[src/rtl/mae_pkg.sv]
package mae_pkg;

  localparam int DATA_W = 8;
  localparam int PROG_W = 16;
  localparam int PROG_AW = 12;
  localparam int PAGE_W = PROG_AW - DATA_W;
  // the last page is the one whose upper address bits are all ones
  localparam logic [PAGE_W-1:0] LAST_PAGE_HI = 4'hF;
  // data memory address at which the program counter low byte is mapped
  localparam logic [DATA_W-1:0] PCL_ADDR = 8'h06;
  localparam logic [DATA_W-1:0] ACC_RST = 8'h00;
  localparam logic [DATA_W-1:0] TABLE_HIGH_REG_RST = 8'h00;

  typedef enum logic [4:0] {
    OP_NOP      = 5'h00,
    OP_ADD_A_M  = 5'h01,
    OP_ADD_M    = 5'h02,
    OP_ADC_A_M  = 5'h03,
    OP_ADC_M    = 5'h04,
    OP_ADD_A_X  = 5'h05,
    OP_AND_A_M  = 5'h06,
    OP_AND_M    = 5'h07,
    OP_AND_A_X  = 5'h08,
    OP_SWAP_M   = 5'h09,
    OP_SWAP_A_M = 5'h0A,
    OP_CLR_WDT  = 5'h0B,
    OP_PRE1     = 5'h0C,
    OP_PRE2     = 5'h0D,
    OP_HALT     = 5'h0E,
    OP_TBL_LAST = 5'h0F,
    OP_SKIP_Z   = 5'h10
  } mae_op_e;

  typedef enum logic [2:0] {
    ST_EXEC   = 3'h1,
    ST_SECOND = 3'h2,
    ST_SLEEP  = 3'h4
  } mae_state_e;

  typedef struct packed {
    mae_op_e op;
    logic [DATA_W-1:0] addr;
    logic [DATA_W-1:0] mdata;
    logic [DATA_W-1:0] imm;
  } mae_ins_s;

  typedef struct packed {
    logic c;
    logic ac;
    logic z;
    logic ov;
    logic to;
    logic sleep_entered_flag;
  } mae_flags_s;

  localparam mae_flags_s FLAGS_RST = 6'h00;

  typedef struct packed {
    logic we;
    logic [DATA_W-1:0] addr;
    logic [DATA_W-1:0] data;
  } mae_memwr_s;

  typedef struct packed {
    logic req;
    logic [PROG_AW-1:0] addr;
  } mae_progrd_s;

  function automatic logic is_zero_f(input logic [DATA_W-1:0] v);
    return v == '0;
  endfunction

  function automatic logic [DATA_W-1:0] swap_f(input logic [DATA_W-1:0] v);
    return {v[3:0], v[7:4]};
  endfunction

endpackage

[src/rtl/mae_alu.sv]
`timescale 1ns/100ps
module mae_alu
  import mae_pkg::*;
(
  input wire logic [DATA_W-1:0] a,      // work register operand
  input wire logic [DATA_W-1:0] b,      // memory or immediate operand
  input wire logic cin,                 // carry in for add
  input wire logic do_and,              // bitwise and instead of add
  output logic [DATA_W-1:0] res,        // result byte
  output logic c,                       // carry out of bit 7
  output logic ac,                      // carry out of bit 3
  output logic ov                       // signed overflow
);

  logic [4:0] lo;
  logic [DATA_W:0] sum;

  always_comb
  begin
    lo = {1'b0, a[3:0]} + {1'b0, b[3:0]} + {4'h0, cin};
    sum = {1'b0, a} + {1'b0, b} + {8'h00, cin};
    if (do_and)
    begin
      res = a & b;
      c = 1'b0;
      ac = 1'b0;
      ov = 1'b0;
    end
    else
    begin
      res = sum[DATA_W-1:0];
      c = sum[DATA_W];
      ac = lo[4];
      ov = (a[7] == b[7]) && (sum[7] != a[7]);
    end
  end

endmodule // mae_alu

[src/rtl/mae_exec.sv]
// Overview of operation
// - last-page table read: high part to table register, low byte to memory, 2 cycles.
// - sleep enters power-down and updates watchdog-expiry and sleep-entered flags.
// - swap exchanges nibbles of memory byte, to memory or work register, no flags.
// - pre-clears clear expiry and sleep flags only when both run consecutively.
// - conditional skip takes one cycle, two when the next instruction is skipped.
// - any write of the program counter low byte takes two cycles.
// - add with carry sums memory, work register and carry; updates four flags.
// - plain add sums memory and work register; updates four flags.
// - add immediate sums work register and immediate into work register.
// - and with memory into work register updates only null flag.
// - and into memory writes memory and updates only null flag.
// - and immediate into work register updates only null flag.
// - watchdog clear resets counter and clears both flags at once.
`timescale 1ns/100ps
module mae_exec
  import mae_pkg::*;
(
  input wire logic ref_clk,                      // 40 MHz system clock
  input wire logic rst,                          // async reset, active high
  input wire logic instr_valid,                  // instruction offered
  input wire mae_ins_s instr,                    // decoded instruction and operands
  input wire logic [DATA_W-1:0] tbl_ptr,         // table pointer low byte
  input wire logic [PROG_W-1:0] prog_rdata,      // program word, valid with prog_rd.req
  input wire logic wdt_timeout,                  // watchdog expired pulse
  input wire logic wake_pin,                     // asynchronous wake-up request
  output logic instr_ready_q,                    // ready to execute
  output logic [DATA_W-1:0] work_register_q,     // accumulator
  output mae_flags_s flags_q,                    // status flags
  output logic [DATA_W-1:0] table_high_reg_q,    // table read high part
  output mae_memwr_s mem_wr_q,                   // data memory write, one cycle
  output mae_progrd_s prog_rd_q,                 // program memory read request
  output logic power_down_q,                     // sleeping
  output logic wdt_clear_q,                      // watchdog counter clear pulse
  output logic skip_next_q                       // discard the fetched next instruction
);

  mae_state_e state_q, state_d;
  logic ready_d;
  logic [DATA_W-1:0] acc_d, table_high_reg_d;
  mae_flags_s flags_d;
  mae_memwr_s mem_wr_d;
  mae_progrd_s prog_rd_d;
  logic pd_d, wclr_d, skip_d;
  logic [DATA_W-1:0] tbl_dst_q, tbl_dst_d;
  logic wake_m_q, wake_s_q;

  logic take;
  logic pre_fire;
  logic [DATA_W-1:0] alu_b, alu_res;
  logic alu_cin, alu_and, alu_c, alu_ac, alu_ov;
  logic wr_mem, pcl_hit;

  assign take = instr_valid && instr_ready_q;

  mae_alu u_alu (
    .a(work_register_q),
    .b(alu_b),
    .cin(alu_cin),
    .do_and(alu_and),
    .res(alu_res),
    .c(alu_c),
    .ac(alu_ac),
    .ov(alu_ov)
  );

  mae_preclr u_preclr (
    .ref_clk(ref_clk),
    .rst(rst),
    .take(take),
    .is_pre1(instr.op == OP_PRE1),
    .is_pre2(instr.op == OP_PRE2),
    .fire(pre_fire)
  );

  always_comb
  begin
    alu_b = (instr.op == OP_ADD_A_X || instr.op == OP_AND_A_X) ? instr.imm : instr.mdata;
    alu_cin = (instr.op == OP_ADC_A_M || instr.op == OP_ADC_M) && flags_q.c;
    alu_and = instr.op == OP_AND_A_M || instr.op == OP_AND_M || instr.op == OP_AND_A_X;
    wr_mem = instr.op == OP_ADD_M || instr.op == OP_ADC_M || instr.op == OP_AND_M
             || instr.op == OP_SWAP_M;
    pcl_hit = wr_mem && instr.addr == PCL_ADDR;
  end

  always_comb
  begin
    state_d = state_q;
    ready_d = instr_ready_q;
    acc_d = work_register_q;
    table_high_reg_d = table_high_reg_q;
    flags_d = flags_q;
    mem_wr_d = '0;
    prog_rd_d = '0;
    pd_d = power_down_q;
    wclr_d = 1'b0;
    skip_d = 1'b0;
    tbl_dst_d = tbl_dst_q;
    case (state_q)
      ST_EXEC:
      begin
        if (take)
        begin
          case (instr.op)
            OP_ADD_A_M, OP_ADC_A_M, OP_ADD_A_X, OP_ADD_M, OP_ADC_M:
            begin
              flags_d.c = alu_c;
              flags_d.ac = alu_ac;
              flags_d.ov = alu_ov;
              flags_d.z = is_zero_f(alu_res);
              if (!wr_mem)
                acc_d = alu_res;
            end
            OP_AND_A_M, OP_AND_A_X, OP_AND_M:
            begin
              flags_d.z = is_zero_f(alu_res);
              if (!wr_mem)
                acc_d = alu_res;
            end
            OP_SWAP_A_M:
              acc_d = swap_f(instr.mdata);
            OP_CLR_WDT:
            begin
              flags_d.to = 1'b0;
              flags_d.sleep_entered_flag = 1'b0;
              wclr_d = 1'b1;
            end
            OP_PRE1, OP_PRE2:
            begin
              if (pre_fire)
              begin
                flags_d.to = 1'b0;
                flags_d.sleep_entered_flag = 1'b0;
                wclr_d = 1'b1;
              end
            end
            OP_HALT:
            begin
              flags_d.sleep_entered_flag = 1'b1;
              flags_d.to = 1'b0;
              wclr_d = 1'b1;
              pd_d = 1'b1;
              ready_d = 1'b0;
              state_d = ST_SLEEP;
            end
            OP_TBL_LAST:
            begin
              prog_rd_d.req = 1'b1;
              prog_rd_d.addr = {LAST_PAGE_HI, tbl_ptr};
              tbl_dst_d = instr.addr;
              ready_d = 1'b0;
              state_d = ST_SECOND;
            end
            OP_SKIP_Z:
            begin
              if (is_zero_f(instr.mdata))
              begin
                skip_d = 1'b1;
                ready_d = 1'b0;
                state_d = ST_SECOND;
              end
            end
            default:
            begin
            end
          endcase
          if (wr_mem)
          begin
            mem_wr_d.we = 1'b1;
            mem_wr_d.addr = instr.addr;
            mem_wr_d.data = (instr.op == OP_SWAP_M) ? swap_f(instr.mdata) : alu_res;
          end
          if (pcl_hit)
          begin
            ready_d = 1'b0;
            state_d = ST_SECOND;
          end
        end
      end
      ST_SECOND:
      begin
        // the table word is taken in this extra cycle; other two-cycle ops just idle
        if (prog_rd_q.req)
        begin
          table_high_reg_d = prog_rdata[PROG_W-1:DATA_W];
          mem_wr_d.we = 1'b1;
          mem_wr_d.addr = tbl_dst_q;
          mem_wr_d.data = prog_rdata[DATA_W-1:0];
        end
        ready_d = 1'b1;
        state_d = ST_EXEC;
      end
      ST_SLEEP:
      begin
        // a watchdog expiry also wakes; the expiry flag itself is set below
        if (wake_s_q || wdt_timeout)
        begin
          pd_d = 1'b0;
          ready_d = 1'b1;
          state_d = ST_EXEC;
        end
      end
      default:
      begin
        state_d = ST_EXEC;
        ready_d = 1'b1;
      end
    endcase
    // an expiry in the same cycle as any clear still sets the flag
    if (wdt_timeout)
      flags_d.to = 1'b1;
  end

  always_ff @(posedge ref_clk or posedge rst)
  begin
    if (rst)
    begin
      state_q <= ST_EXEC;
      instr_ready_q <= 1'b1;
      work_register_q <= ACC_RST;
      table_high_reg_q <= TABLE_HIGH_REG_RST;
      flags_q <= FLAGS_RST;
      mem_wr_q <= '0;
      prog_rd_q <= '0;
      power_down_q <= 1'b0;
      wdt_clear_q <= 1'b0;
      skip_next_q <= 1'b0;
      tbl_dst_q <= '0;
      wake_m_q <= 1'b0;
      wake_s_q <= 1'b0;
    end
    else
    begin
      state_q <= state_d;
      instr_ready_q <= ready_d;
      work_register_q <= acc_d;
      table_high_reg_q <= table_high_reg_d;
      flags_q <= flags_d;
      mem_wr_q <= mem_wr_d;
      prog_rd_q <= prog_rd_d;
      power_down_q <= pd_d;
      wdt_clear_q <= wclr_d;
      skip_next_q <= skip_d;
      tbl_dst_q <= tbl_dst_d;
      wake_m_q <= wake_pin;
      wake_s_q <= wake_m_q;
    end
  end

  // helper copies of the executed instruction, read only by the checks below
  mae_ins_s ins_h_q;
  logic [DATA_W-1:0] acc_h_q;
  logic c_h_q;
  logic [PROG_W-1:0] prog_h;
  logic [DATA_W:0] adc_h;
  // last executed instruction of any kind, forgotten once a pre-clear pair completes
  mae_op_e pre_last_h_q;
  logic pair_h;
  assign pair_h = take && ((instr.op == OP_PRE2 && pre_last_h_q == OP_PRE1)
                  || (instr.op == OP_PRE1 && pre_last_h_q == OP_PRE2));
  assign prog_h = prog_rdata;
  assign adc_h = {1'b0, acc_h_q} + {1'b0, ins_h_q.mdata} + {8'h00, c_h_q};

  always_ff @(posedge ref_clk or posedge rst)
  begin
    if (rst)
    begin
      ins_h_q <= '0;
      acc_h_q <= '0;
      c_h_q <= 1'b0;
      pre_last_h_q <= OP_NOP;
    end
    else
    begin
      ins_h_q <= instr;
      acc_h_q <= work_register_q;
      c_h_q <= flags_q.c;
      if (take)
        pre_last_h_q <= pair_h ? OP_NOP : instr.op;
    end
  end
endmodule // mae_exec

[src/rtl/mae_preclr.sv]
`timescale 1ns/100ps
module mae_preclr
  import mae_pkg::*;
(
  input wire logic ref_clk,    // system clock
  input wire logic rst,        // async reset, active high
  input wire logic take,       // an instruction is executed this cycle
  input wire logic is_pre1,    // it is the first pre-clear
  input wire logic is_pre2,    // it is the second pre-clear
  output logic fire            // pair completed, clear flags now
);

  // remembers which half of the pair ran last; any other instruction forgets
  logic pre1_q, pre1_d;
  logic pre2_q, pre2_d;

  always_comb
  begin
    fire = take && ((is_pre2 && pre1_q) || (is_pre1 && pre2_q));
    pre1_d = pre1_q;
    pre2_d = pre2_q;
    if (take)
    begin
      pre1_d = is_pre1 && !fire;
      pre2_d = is_pre2 && !fire;
    end
  end

  always_ff @(posedge ref_clk or posedge rst)
  begin
    if (rst)
    begin
      pre1_q <= 1'b0;
      pre2_q <= 1'b0;
    end
    else
    begin
      pre1_q <= pre1_d;
      pre2_q <= pre2_d;
    end
  end

endmodule // mae_preclr

[config.mk]
export PLATFORM = sky130hd
export DESIGN_NAME = mae_exec
export DESIGN_NICKNAME = d
export VERILOG_FILES = /design/src/rtl/mae_pkg.sv /design/src/rtl/mae_alu.sv /design/src/rtl/mae_exec.sv /design/src/rtl/mae_preclr.sv
export SDC_FILE = /design/constraint.sdc
export NUM_CORES = 1
export LEC_CHECK = 0
export BUFFER_PORTS_ARGS = -buffer_cell sky130_fd_sc_hd__buf_2
export CAP_MARGIN = 40
export CORE_ASPECT_RATIO = 0.75
export CORE_MARGIN = 2
export CORE_UTILIZATION = 40
export DETAILED_ROUTE_END_ITERATION = 8
export PLACE_DENSITY_LB_ADDON = 0.05
export SYNTH_ARGS = -nofsm -noshare
export SYNTH_HDL_FRONTEND = slang
export SYNTH_SLANG_ARGS = --single-unit
[constraint.sdc]
create_clock -name ref_clk -period 2.08 [get_ports ref_clk]
set_input_delay 0.104 -clock ref_clk [delete_from_list [all_inputs] [get_ports ref_clk]]
set_output_delay 0.104 -clock ref_clk [all_outputs]
set_load 0.03 [all_outputs]
Word-level counts from Yosys, hierarchy flattened
Cells that the tools add are included.
Storage, ports and cells
  flip-flop bits (word level): 71
  bits of input ports: 58
  output and inout port bits: 56
  logic and storage cells: 145
Operators by class
  add/subtract/negate cells: 4
  equality and inequality tests: 31
  muxes and demuxes: 44
  bitwise gates (word level): 1
  reductions and logical operators: 42
Operator list (count)
  2-to-1 mux 17 bit: 3
  equality test 5 x 4 -> 1 bit (second input constant): 8
  2-to-1 mux 13 bit: 3
  case mux 17 bit (2 select lines): 1
  2-to-1 mux 8 bit: 4
  AND reduction 4 bit: 6
  equality test 5 x 3 -> 1 bit (second input constant): 4
  2-to-1 mux 1 bit: 18
  zero test 8 bit: 2
  case mux 8 bit (2 select lines): 1
  2-to-1 mux 3 bit: 4
  equality test 5 x 2 -> 1 bit (second input constant): 2
  adder 8 x 8 -> 9 bit: 1
  adder 9 x 1 -> 9 bit: 1
  logical AND 1 bit: 9
  logical OR 1 bit: 9
  case mux 3 bit (3 select lines): 1
  AND reduction 3 bit: 3
  AND 8 bit: 1
  equality test 8 x 3 -> 1 bit (second input constant): 1
  case mux 1 bit (2 select lines): 4
  nonzero test 2 bit: 4
  OR reduction 8 bit: 1
  2-to-1 mux 2 bit: 3
  other kinds (23): 28

Longest topological paths before layout
Gate-level depths: netlist of run 1.
  depth in word-level cells: 10
  mapped depth: 15
  depth with buffers taken out: 14

Hierarchy
From an unflattened synthesis of run 1, not the netlist that was laid out.
Unflattened totals
  cell total of the unflattened synthesis: 321
  area total of the unflattened synthesis: 3643.5 um^2
Modules (own cells, without submodules)
  mae_exec: times used 1, cells an instance 248, area an instance 3062.9 um^2, sequential area each 1629.1 um^2
  mae_alu: times used 1, cells an instance 61, area an instance 471.7 um^2, sequential area each 0.0 um^2
  mae_preclr: times used 1, cells an instance 12, area an instance 108.9 um^2, sequential area each 50.0 um^2

Worst setup path after synthesis of run 1
Ideal clock, no wire load.
  path kind: input to register
  from: input port instr[24] (netlist bit)
  to: register mem_wr_q[4] (netlist bit)
  setup time: 0.121 ns
  arrival: 3.140 ns
  data required time: 1.959 ns
  path slack: -1.181 ns
  cell stages on the path: 14
  buffers on the path: 1
  path through: or3b_1 buf_2 a211oi_2 mux2_2 inv_1 fa_1 inv_1 fa_1 a211oi_1 nor2_1 xor2_1 mux2i_1 o21ai_0 a22o_1
RTL lines
  start, declared: line mae_exec.sv:22  | input wire mae_ins_s instr,
  end signal, assigned: line mae_exec.sv:239  | mem_wr_q <= mem_wr_d;
  end, declared: line mae_exec.sv:31  | output mae_memwr_s mem_wr_q,

Final worst setup path of run 1
  from: input port instr[24] (netlist bit)
  to: register flags_q[3] (netlist bit)
On the way
  longest elaborated chain between the ends: 7
  elaborated cells between the ends (all ways): 21
  classes of those cells: add/sub (2); eq/ne (8); mux (2); bitwise (1); reduce/logical (8)
RTL lines
  equality test 5 x 3 -> 1 bit / equality test 5 x 4 -> 1 bit (equally long branches): line mae_exec.sv:78, mae_exec.sv:104, mae_exec.sv:80
  logical OR 1 bit: line mae_exec.sv:78  | alu_b = (instr.op == OP_ADD_A_X || instr.op == OP_AND_A_X) ? instr.imm : instr.mdata;
  2-to-1 mux 8 bit: line mae_exec.sv:78
  adder 8 x 8 -> 9 bit: line mae_alu.sv:21  | sum = {1'b0, a} + {1'b0, b} + {8'h00, cin};
  adder 9 x 1 -> 9 bit: line mae_alu.sv:21
  2-to-1 mux 8 bit: line mae_alu.sv:22  | if (do_and)
  zero test 8 bit: line mae_pkg.sv:70  | return v == '0;
  end signal, assigned: line mae_exec.sv:238  | flags_q <= flags_d;
  end, declared: line mae_exec.sv:29  | output mae_flags_s flags_q,
Several ways; a longest one is shown, not always the timed one.
A chain may end at the register's enable or synchronous reset.

==> results of run 1 <==
-- worst register-to-register path, stage by stage (launching register included) --
cell and delay [ps]:
dfrtp_1 410, nand3_1 180, fa_2 250, inv_2 40, fa_2 360, a211oi_4 240, buf_4 160, o31ai_4 60
xnor2_1 170, o21ai_1 100, buf_4 160, nand3b_1 150, o21ai_1 130
-- per-stage QoR --
| stage | area [µm²] | setup slack, ps | power [mW] | hold slack, ps |
|---|---|---|---|---|
| floorplan | 3520 | -962 | 2.80 | 135 |
| global placement | 4580 | -1270 | 3.53 | 139 |
| detailed placement | 4580 | -1320 | 3.54 | 142 |
| CTS | 5380 | -723 | 5.69 | 0.471 |
| global route | 5460 | -855 | 6.11 | 1.75 |
| finish | 5460 | -784 | 5.80 | 10.6 |
-- sequential cells by signal (all words and copies together), names as in the netlist --
signal	cells
flags_q	6
instr_ready_q	1
u_preclr.pre1_q	1
skip_next_q	1
state_q	3
wake_s_q	1
prog_rd_q	9
wake_m_q	1
table_high_reg_q	8
mem_wr_q	17
power_down_q	1
wdt_clear_q	1
u_preclr.pre2_q	1
tbl_dst_q	8
work_register_q	8
-- where the power goes --
part / total [mW] / leakage [nW] / internal (mW) / switching (mW)
Combinational: 2.56 / 1.74 / 1.25 / 1.31
Clock: 1.66 / 0.159 / 1.11 / 0.548
Sequential: 1.58 / 0.892 / 1.46 / 0.126
Total: 5.80 / 2.79 / 3.82 / 1.98
-- metal layers --
layer  up-vias  part of all wire, %  GRT usage [%]
met1      1592                   47           32.5
met5         -                    0              0
met4         0                  1.6           7.63
met3        13                  7.2           8.23
met2       118                   44           33.6
li1       1576                    -              -
-- layout make-up --
class                   instances  area, µm²
clock inverters                 4       72.6
clock buffers                  12        256
repair buffers                209       1390
well taps                     108        135
flip-flops and latches         67       1680
multi-input cells             233       1890
inverters                      10       37.5
fillers                       703       2990
-- worst paths after layout --
path,startpoint,to
worst max-delay path,instr[24],flags_q[3]
worst min-delay path,prog_rdata[8],table_high_reg_q[0]
worst max register to register,flags_q[5],flags_q[3]
worst min register to register,wake_m_q,wake_s_q
max in group asynchronous,rst,flags_q[5]
min in group asynchronous,rst,mem_wr_q[15]
-- synthesized netlist by cell type, drive strengths merged, types with 4 or more instances --
cell type  number  area share [%]
a21o            4            0.86
mux2i           7             2.0
nand2          26             2.9
or3             5            0.90
a21oi          11             1.6
clkbuf          7            0.76
and2            9             1.6
xnor2           6             1.5
ha              8             2.9
nand3           5            0.72
nor3            9             1.4
xor2            4             1.0
nor4            4            0.72
a22o           14             3.5
o21ai          24             3.5
dfrtp          65              47
inv            10             1.1
nor2           27             3.0
buf            13             2.3
mux2           28             9.2
-- logic make-up after synthesis --
group,after synthesis
AOI/OAI and AO/OA,73
xor gates and xnor gates,10
adders and majority gates,10
buffers and inverters,30
DFF,67
muxes,35
and+or+nand+nor,105
-- timing repair --
action,4_1_cts,5_1_grt
buffers inserted,11,7
endpoints found under the setup margin,19,26
endpoints found under the hold margin,34,0
hold buffers,20,0
resized for setup,42,6
pin swaps,27,16
==> summary.md, run 1 <==
| Metric | Value |
|---|---|
| Cells after synthesis | `330` |
| Worst-path fanout max | `2` |
| Standby leakage power | `2.79 nW` |
| Routed len/inst | `16.6 µm` |
| Clock sink count | `67` |
| Clock buffer count from CTS | `9` |
| CP Depth | `17` |
| Largest net degree at the start of global routing | `31` |
| Post-synthesis sequential area ratio | `48.3%` |
| Die Ht | `84.8 µm` |
| Worst r2r path cells | `12` |
| DRC violations left | `0` |
| Hold path cells | `2` |
| Initial antenna violation count | `0` |
| Post-Synth Simple-Gate Area | `15.7%` |
| Mux cell area share after synthesis | `11.2%` |
| Adder-cell area share of the yosys netlist | `4.03%` |
| Area Growth Syn to Fin | `57.0%` |
| R2r setup slk | `-380 ps` |
| Port bufs | `113` |
| Hold Crit Class | `in -> reg` |
| Critical path's largest stage delay | `410 ps` |
| F_max | `0.349 GHz` |
| Top Ports | `114` |
| FFs w/ async S/R, synth | `100%` |
| Layout cell share with drive strength beyond 1 | `50.8%` |
| Via count | `3,299` |
| Synth Area in Compound Gates | `14.2%` |
| H-tree depth | `3` |
| Router iterations before antenna repair | `4` |
| Worst Skew | `9.42 ps` |
| Inst Count DP | `591` |
| Largest family of logic cells by synthesized area | `simple AND/OR/NAND/NOR gates` |
| Worst setup EP type | `flop` |
| Post-Route WL | `10,700 µm` |
| Syn_nets | `398` |
| Max-slew headroom | `69.6%` |
| Commonest non-fill, non-tap cell in the layout | `buf_2` |
| Core area | `8450 µm²` |
| Failing checks | `setup timing` |
| Non-filler cells, final | `643` |
| First-pass GRT wire length | `16,900 µm` |
| Final nets | `598` |
| Ys Warns | `0` |
| Initial Utilization | `41.1%` |
| Skew-Pair Late Insertion Delay | `330 ps` |
| Slowest cell on crit path | `or3b_4` |
| Die Width | `112 µm` |
| Final setup fails | `18` |
| Commonest cells after routing, fill and taps aside | `buf_2, buf_4, dfrtp_1` |
| Tcrit/Tclk final | `138%` |
| EDFF count, synth | `0` |
| Cell row count | `29` |
| WP data arrival | `3120 ps` |
| Post-Synth XOR/XNOR Area | `2.52%` |
| Worst setup SP type | `input pin` |
| GRT Total Usage | `23.2%` |
| Actual slew at the worst max-slew pin | `455 ps` |
| Number of diodes | `0` |
| Root Buffer | `clkbuf_16` |
| Number of global-route vias before repair | `3,302` |
| Crit path time final | `2860 ps` |
| Full die area | `9470 µm²` |
| CTS tree | `yes` |
| Max-Cap Viols | `0` |
| WP buf/inv | `6` |
| Total negative slack | `-10,090 ps` |
| Final Core Density | `64.6%` |
| Gpl congestion | `0.878` |
| Reg clk slew, reported paths | `60 ps` |
| Clock Tree Buf Depth | `2` |
| CP Cell Sequence | `buf_6 -> or3b_4 -> a211oi_4 -> buf_6 -> mux2_4 -> inv_2 -> fa_2 -> inv_2 -> fa_2 -> a211oi_4 -> buf_4 -> o31ai_4 -> xnor2_1 -> o21ai_1 -> buf_4 -> nand3b_1 -> o21ai_1` |
| Number of synthesized register bits | `67` |
| Dpl hpwl | `7700 µm` |
| Setup CP Type | `in -> reg` |
| Routed Antenna Nets | `0` |
| PD cells | `1060 nW/µm²` |
| Synth cell types | `55` |
| PnR worst setup slack | `-784 ps` |
| Status | `finished, violations left` |
| Endpoints failing hold | `0` |
| Post-Syn Area | `3480 µm²` |
| Main synth FF type | `dfrtp_1` |
| Via-per-instance ratio | `5.13` |
| Syn Area/Cell | `10.5 µm²` |
| Worst vdd ir | `0.626 mV` |
| Req. time, crit path | `2340 ps` |
| GR Overflow Total | `0` |
| DR iter-0 viols | `209` |
| Crit path max-delay family | `compound AO/OA/AOI/OAI gates` |
| RSZ-0062 raised after global routing | `yes` |
| Max-slew violations | `0` |
Note: power is estimated with default switching activity, not from simulation.
==> inputs of run 2 (changes only) <==
--- a/config.mk
+++ b/config.mk
@@ -5,6 +5,7 @@
 export SDC_FILE = /design/constraint.sdc
 export NUM_CORES = 1
 export LEC_CHECK = 0
+export ABC_AREA = 1
 export BUFFER_PORTS_ARGS = -buffer_cell sky130_fd_sc_hd__buf_2
 export CAP_MARGIN = 40
 export CORE_ASPECT_RATIO = 0.75
==> summary.md, run 2 <==
| Metric | Value |
|---|---|
| Max-slew violations | `0 (unchanged)` |
| Post-synth top area cell | `dfrtp_1` |
| Setup CP Type | `in -> reg` |
| Via count | `3,797 (+15%)` |
| H-tree depth | `3 (unchanged)` |
| Synth cell types | `38 (-31%)` |
| Non-filler cells, final | `818 (+27%)` |
| Hold Crit Class | `in -> reg` |
| Post-Synth Simple-Gate Area | `29.0% (+13 points)` |
| Worst r2r path cells | `12 (unchanged)` |
| Core area | `9050 µm² (+7.0%)` |
| Tcrit/Tclk final | `98.9% (-39 points)` |
| Largest reg by FF count | `mem_wr_q` |
| Post-Syn Area | `3710 µm² (+6.6%)` |
| Crit path capture | `flags_q[3]` |
| Synth Area in Compound Gates | `11.7% (-2.4 points)` |
| Post-Route WL | `10,900 µm (+2.2%)` |
| PD cells | `1010 nW/µm² (-4.8%)` |
| Area contributors post-synth | `dfrtp_1, nand2_1, o21ai_0` |
| DP Worst Slack | `-514 ps (+801 ps)` |
| Syn_nets | `557 (+40%)` |
| RSZ-0062 raised after global routing | `yes` |
| Yosys top cell area share | `43.9% (-2.9 points)` |
| Root Buffer | `clkbuf_16` |
| Full die area | `10,100 µm² (+6.3%)` |
| Cell internal pwr | `3.48 mW (-8.9%)` |
| Crit path time final | `2060 ps (-806 ps)` |
| Standby leakage power | `3.09 nW (+11%)` |
| Endpoints failing hold | `0 (unchanged)` |
| Max-Cap Viols | `0 (unchanged)` |
| Cell with the most instances after synthesis | `nand2_1` |
| Clock Tree Buf Depth | `2 (unchanged)` |
| Worst setup SP type | `input pin` |
| Worst setup path start | `instr[25]` |
| Final nets | `753 (+26%)` |
| Commonest non-fill, non-tap cell in the layout | `nand2_1` |
| Reg2reg start | `flags_q[5]` |
| Actual slew at the worst max-slew pin | `710 ps (+255 ps)` |
| Reg area | `1680 µm² (unchanged)` |
| Most common library cells after synthesis | `nand2_1, dfrtp_1, inv_1, o21ai_0, nor2_1` |
| Multi-input gate area in the final layout | `1820 µm² (-3.5%)` |
| Number of diodes | `0 (unchanged)` |
| Largest regs | `mem_wr_q (17), prog_rd_q (9)` |
| Gpl congestion | `0.886 (+0.93%)` |
| Req. time, crit path | `2350 ps (about the same)` |
| Largest family of logic cells by synthesized area | `simple AND/OR/NAND/NOR gates` |
| Skew-Pair Late Insertion Delay | `330 ps (about the same)` |
| Layout cell share with drive strength beyond 1 | `37.4% (-13 points)` |
| Initial Utilization | `41.0% (-0.16 points)` |
| Post-Synth XOR/XNOR Area | `0.472% (-2.0 points)` |
| Initial antenna violation count | `0 (unchanged)` |
| Cells after synthesis | `489 (+48%)` |
| Max-slew headroom | `52.6% (-17 points)` |
| Final setup fails | `0 (-18)` |
| Switch Pwr | `2.18 mW (+10%)` |
| GR Overflow Total | `0 (unchanged)` |
| Die Width | `115 µm (+3.1%)` |
| Post-synthesis sequential area ratio | `45.3% (-3.0 points)` |
| Via-per-instance ratio | `4.64 (-9.5%)` |
| Largest net degree at the start of global routing | `45 (+45%)` |
| DR iter-0 viols | `227 (+8.6%)` |
| Dpl hpwl | `8230 µm (+6.8%)` |
| Status | `finished clean` |
| Router iterations before antenna repair | `4 (unchanged)` |
| Mux cell area share after synthesis | `0% (-11 points)` |
| Number of synthesized register bits | `67 (unchanged)` |
| WP data arrival | `2330 ps (-790 ps)` |
| Worst Skew | `4.46 ps (-4.97 ps)` |
| Worst setup EP type | `flop` |
| Cell row count | `30 (+3.4%)` |
| PnR worst setup slack | `22.0 ps (+806 ps)` |
| Power share of the clock group | `27.6% (-1.0 points)` |
| FFs w/ async S/R, synth | `100% (unchanged)` |
| Area Growth Syn to Fin | `51.0%` |
| CTS tree | `yes` |
| DRC violations left | `0 (unchanged)` |
| EDFF count, synth | `0 (unchanged)` |
| GRT Total Usage | `22.6% (-0.64 points)` |
| Die Ht | `87.4 µm (+3.1%)` |
| Port bufs | `113 (unchanged)` |
| Top Ports | `114 (unchanged)` |
| Max reg flops | `17 (unchanged)` |
| Syn Area/Cell | `7.58 µm² (-28%)` |
| R2r setup slk | `70 ps (+450 ps)` |
| Clock buffer count from CTS | `9 (unchanged)` |
| Ys Warns | `0 (unchanged)` |
| Reg clk slew, reported paths | `60 ps (about the same)` |
| FF-to-FF End | `flags_q[3]` |
| Fillers | `820 (+17%)` |
| Total negative slack | `0 ps (+10,090 ps)` |
| Main synth FF type | `dfrtp_1` |
| Worst-path fanout max | `8 (+6)` |
| Routed Antenna Nets | `0 (unchanged)` |
| Clock sink count | `67 (unchanged)` |
| F_max | `0.486 GHz (+39%)` |
| Sequential share of power | `28.8% (+1.5 points)` |
| Logic pwr share | `43.6% (-0.5 points)` |
| Commonest cells after routing, fill and taps aside | `nand2_1, buf_2, dfrtp_1` |
| Routed len/inst | `13.4 µm (-20%)` |
| Sw Share | `38.6% (+4.4 points)` |
| Adder-cell area share of the yosys netlist | `3.78% (-0.25 points)` |
| Worst vdd ir | `0.598 mV (-4.5%)` |
| First-pass GRT wire length | `17,200 µm (+2.0%)` |
| Inst Count DP | `770 (+30%)` |
| Number of global-route vias before repair | `3,458 (+4.7%)` |
## run 2: cell types whose count changed in the layout (fill, tap and decap cells not counted), sizes merged, moves of 9 or more
cell	before	now
a22o	14	0
inv	10	75
nor2	27	39
nand3	5	28
mux2	28	0
buf	189	172
nand2	26	162
o21ai	24	60
and2	9	0
## run 2: worst max-delay path, stage by stage
cell,delay (ps)
buf_12,110
inv_16,50
nand2_4,40
nor2_4,110
inv_4,50
o21ai_4,200
buf_12,160
o21ai_4,50
inv_2,50
fa_2,180
inv_2,50
fa_2,370
buf_4,150
xnor2_2,160
nand2_1,70
o21ai_1,70
nand3_1,120
nor2_1,130
nand2_1,60
nand2_1,50
## run 2: per-stage QoR
stage,hold WS (ps),cell area (µm²),util (%),power (mW)
CTS,12.8,5510,60.9,5.58
global route,59.3,5600,61.9,6.04
global placement,196,4840,53.5,3.84
finish,31.6,5600,61.9,5.66
floorplan,135,3770,-,3.03
detailed placement,204,4840,53.5,3.86
## run 2: kinds of logic after synthesis
family / count (synthesis)
xor+xnor: 2
buf+inv: 85
flops: 67
fa+ha+maj: 10
compound gates: 78
simple gates: 247
## run 2: final cells by class
cell class              count  share of cell area [%]
clock inverters             7                    1.47
well taps                 128                    2.86
clock buffers               9                    4.02
inverters                  71                    5.09
multi-input cells         337                    32.5
repair buffers            199                    24.0
flip-flops and latches     67                    30.0
## run 2: power groups by stage
stage,clock network (mW),registers [mW],logic (mW)
after floorplan,0,1.87,1.15
after global placement,0,1.65,2.19
after detailed placement,0,1.65,2.21
after CTS,1.60,1.63,2.35
after global routing,1.66,1.66,2.72
final,1.56,1.63,2.47
## run 2: worst min path at each step
stage	start	to	slack [ps]	cells past startpoint
after floorplan	wake_pin	wake_m_q	140	0
after global placement	rst	wake_m_q	200	2
after detailed placement	rst	flags_q[1]	200	2
after CTS	prog_rdata[6]	mem_wr_q[6]	10	3
after global routing	prog_rdata[6]	mem_wr_q[6]	60	3
final	prog_rdata[6]	mem_wr_q[6]	30	3
## run 2: layer usage
layer,part of all wire (%),track usage [%]
met2,43,32.6
met4,0.56,6.02
met1,50,33.8
met5,0,0
met3,6.3,5.29
## run 2: repair_timing
| item | 4_1_cts | 5_1_grt |
|---|---|---|
| endpoints found under the hold margin | 47 | 0 |
| gates resized for setup | 19 | 33 |
| buffers inserted | 1 | 5 |
| endpoints found under the setup margin | 14 | 14 |
| hold buffers | 27 | 0 |
| pin swaps | 7 | 20 |
| cloned | 1 | 0 |
==> inputs of run 3 (changes only) <==
--- a/config.mk
+++ b/config.mk
@@ -12,7 +12,7 @@
 export CORE_MARGIN = 2
 export CORE_UTILIZATION = 40
 export DETAILED_ROUTE_END_ITERATION = 8
-export PLACE_DENSITY_LB_ADDON = 0.05
+export PLACE_DENSITY = 0.67
 export SYNTH_ARGS = -nofsm -noshare
 export SYNTH_HDL_FRONTEND = slang
 export SYNTH_SLANG_ARGS = --single-unit
==> summary.md, run 3 (synthesis results as in run 2) <==
| Metric | Value |
|---|---|
| Status | `finished, violations left` |
| Failing checks | `setup timing` |
| Endpoints failing hold | `0 (unchanged)` |
| First-pass GRT wire length | `17,200 µm (+0.12%)` |
| Req. time, crit path | `2350 ps (about the same)` |
| Post-route total power | `5.70 mW (+0.69%)` |
| GR Overflow Total | `0 (unchanged)` |
| Clock Tree Buf Depth | `2 (unchanged)` |
| Worst-path fanout max | `6 (-2)` |
| Switch Pwr | `2.21 mW (+1.2%)` |
| Worst Skew | `6.30 ps (+1.85 ps)` |
| Fin area | `5590 µm² (-0.18%)` |
| Actual slew at the worst max-slew pin | `725 ps (+14.9 ps)` |
| Cell internal pwr | `3.49 mW (+0.38%)` |
| Number of diodes | `0 (unchanged)` |
| Sw Share | `38.7% (+0.19 points)` |
| Dpl hpwl | `8030 µm (-2.3%)` |
| Full die area | `10,100 µm² (unchanged)` |
| Commonest non-fill, non-tap cell in the layout | `nand2_1` |
| Root Buffer | `clkbuf_16` |
| Worst setup EP type | `flop` |
| Final Core Density | `61.8% (-0.11 points)` |
| Routed Antenna Nets | `0 (unchanged)` |
| Die Width | `115 µm (unchanged)` |
| Final setup fails | `5 (+5)` |
| Routed len/inst | `13.7 µm (+2.8%)` |
| Largest net degree at the start of global routing | `68 (+51%)` |
| Via count | `3,900 (+2.7%)` |
| Commonest cells after routing, fill and taps aside | `nand2_1, buf_2, dfrtp_1` |
| Setup CP Type | `in -> reg` |
| Slowest cell on crit path | `fa_2` |
| PnR worst setup slack | `-44.6 ps (-66.6 ps)` |
| Initial antenna violation count | `0 (unchanged)` |
| Die Ht | `87.4 µm (unchanged)` |
| DP Worst Slack | `-489 ps (+25.1 ps)` |
| H-tree depth | `3 (unchanged)` |
| Top cell by count, worst path | `nand2_1` |
| Worst vdd ir | `0.386 mV (-35%)` |
| Cell row count | `30 (unchanged)` |
| Final nets | `753 (unchanged)` |
| Via-per-instance ratio | `4.77 (+2.7%)` |
| Max-Cap Viols | `0 (unchanged)` |
| Clock sink count | `67 (unchanged)` |
| Clock buffer count from CTS | `9 (unchanged)` |
| Crit path time final | `2120 ps (+66.6 ps)` |
| Worst setup SP type | `input pin` |
| WP data arrival | `2390 ps (+60 ps)` |
| Power share of the clock group | `27.4% (-0.2 points)` |
| Critical path's largest stage delay | `330 ps (-40 ps)` |
| Standby leakage power | `3.08 nW (-0.45%)` |
| Max-slew violations | `0 (unchanged)` |
| Tcrit/Tclk final | `102% (+3.2 points)` |
| GRT Total Usage | `22.2% (-0.36 points)` |
| CP Cell Sequence | `buf_12 -> inv_16 -> nand2_4 -> nor2_4 -> inv_4 -> o21ai_4 -> nand2_1 -> o21ai_2 -> inv_1 -> fa_2 -> inv_2 -> fa_2 -> nand2_2 -> nand2_4 -> nand3b_1 -> nand3_1 -> nand3_2 -> nand2_2 -> nand2_1 -> nor2_1 -> nand2_1 -> nand2_1` |
| Layout cell share with drive strength beyond 1 | `37.2% (-0.14 points)` |
| Initial Utilization | `41.0% (unchanged)` |
| Max reg flops | `17 (unchanged)` |
| Total negative slack | `-137 ps (-137 ps)` |
| PD cells | `1020 nW/µm² (+0.87%)` |
| Largest regs | `mem_wr_q (17), prog_rd_q (9)` |
| Hold Crit Class | `in -> reg` |
| Skew-Pair Late Insertion Delay | `330 ps (about the same)` |
| Router iterations before antenna repair | `5 (+1)` |
| Largest reg by FF count | `mem_wr_q` |
| Number of global-route vias before repair | `3,643 (+5.3%)` |
| Top Ports | `114 (unchanged)` |
| Max-slew headroom | `51.6% (-0.99 points)` |
| Cell Area, Placed | `4770 µm² (-1.4%)` |
| Reg clk slew, reported paths | `60 ps (about the same)` |
| Area Growth Syn to Fin | `50.8%` |
| Sequential share of power | `28.7% (about the same)` |
| RSZ-0062 raised after global routing | `yes` |
| Port bufs | `113 (unchanged)` |
| Core area | `9050 µm² (unchanged)` |
| Logic pwr share | `43.9% (+0.3 points)` |
| DR iter-0 viols | `273 (+20%)` |
| DRC violations left | `0 (unchanged)` |
| Gpl congestion | `0.919 (+3.8%)` |
| F_max | `0.471 GHz (-3.1%)` |
| CTS tree | `yes` |
| Post-Route WL | `11,200 µm (+2.8%)` |
## run 3: cell count changes in the layout (fill, tap and decap cells not counted), sizes merged
cell      before  now
buf          172  171
inv           75   74
clkinvlp       2    4
## run 3: cell type report
cell class              instances  area (µm²)
fillers                       774        3460
multi-input cells             337        1830
flip-flops and latches         67        1680
repair buffers                198        1310
inverters                      71         289
clock buffers                   9         225
well taps                     128         160
clock inverters                 7        82.6
repair inverters                1        7.51
## run 3: stage by stage
| stage | std cells | hold WS [ps] |
|---|---|---|
| after global routing | 818 | 61.1 |
| after detailed placement | 764 | 205 |
| after global placement | 764 | 202 |
| after floorplan | 489 | 135 |
| after CTS | 811 | 19.7 |
| final | 818 | 32.5 |
## run 3: timing repair
item / CTS / global route
endpoints found under the hold margin: 91 / 0
cloned: 1 / 1
hold buffers: 27 / 0
pin swaps: 9 / 20
gates resized for setup: 12 / 38
setup buffers: 3 / 7
setup endpoints to repair: 9 / 15
## run 3: worst max-delay path, delay by kind of cell
family | cells | cell delay [ps]
AO/OA/AOI/OAI | 2 | 310
adder cells (fa/ha/maj) | 2 | 550
buffers and inverters | 5 | 370
AND/OR/NAND/NOR | 13 | 1060
## run 3: final timing paths
check	startpoint	to	slack, ps	cells after the start
setup / recovery	instr[25]	flags_q[3]	-40	22
hold / removal	prog_rdata[7]	mem_wr_q[7]	30	3
setup reg to reg	flags_q[5]	flags_q[3]	20	15
hold reg to reg	wake_m_q	wake_s_q	350	0
max in group asynchronous	rst	state_q[0]	1380	4
min in group asynchronous	rst	table_high_reg_q[6]	390	4
## run 3: layer usage
layer	GRT usage [%]	vias to the layer above	part of all wire, %	wire length, µm
met1	30.3	1807	46	5180
met4	7.56	0	1.8	204
met3	4.94	21	6.5	734
li1	-	1946	-	-
met5	0	-	0	0
met2	35.0	126	46	5120
## run 3: power by group through the flow
stage	combinational (mW)	clock, mW	sequential [mW]
3_3_place_gp	2.11	0	1.65
4_1_cts	2.26	1.59	1.63
3_5_place_dp	2.14	0	1.65
5_1_grt	2.76	1.67	1.66
6_report	2.50	1.56	1.64
2_1_floorplan	1.15	0	1.87
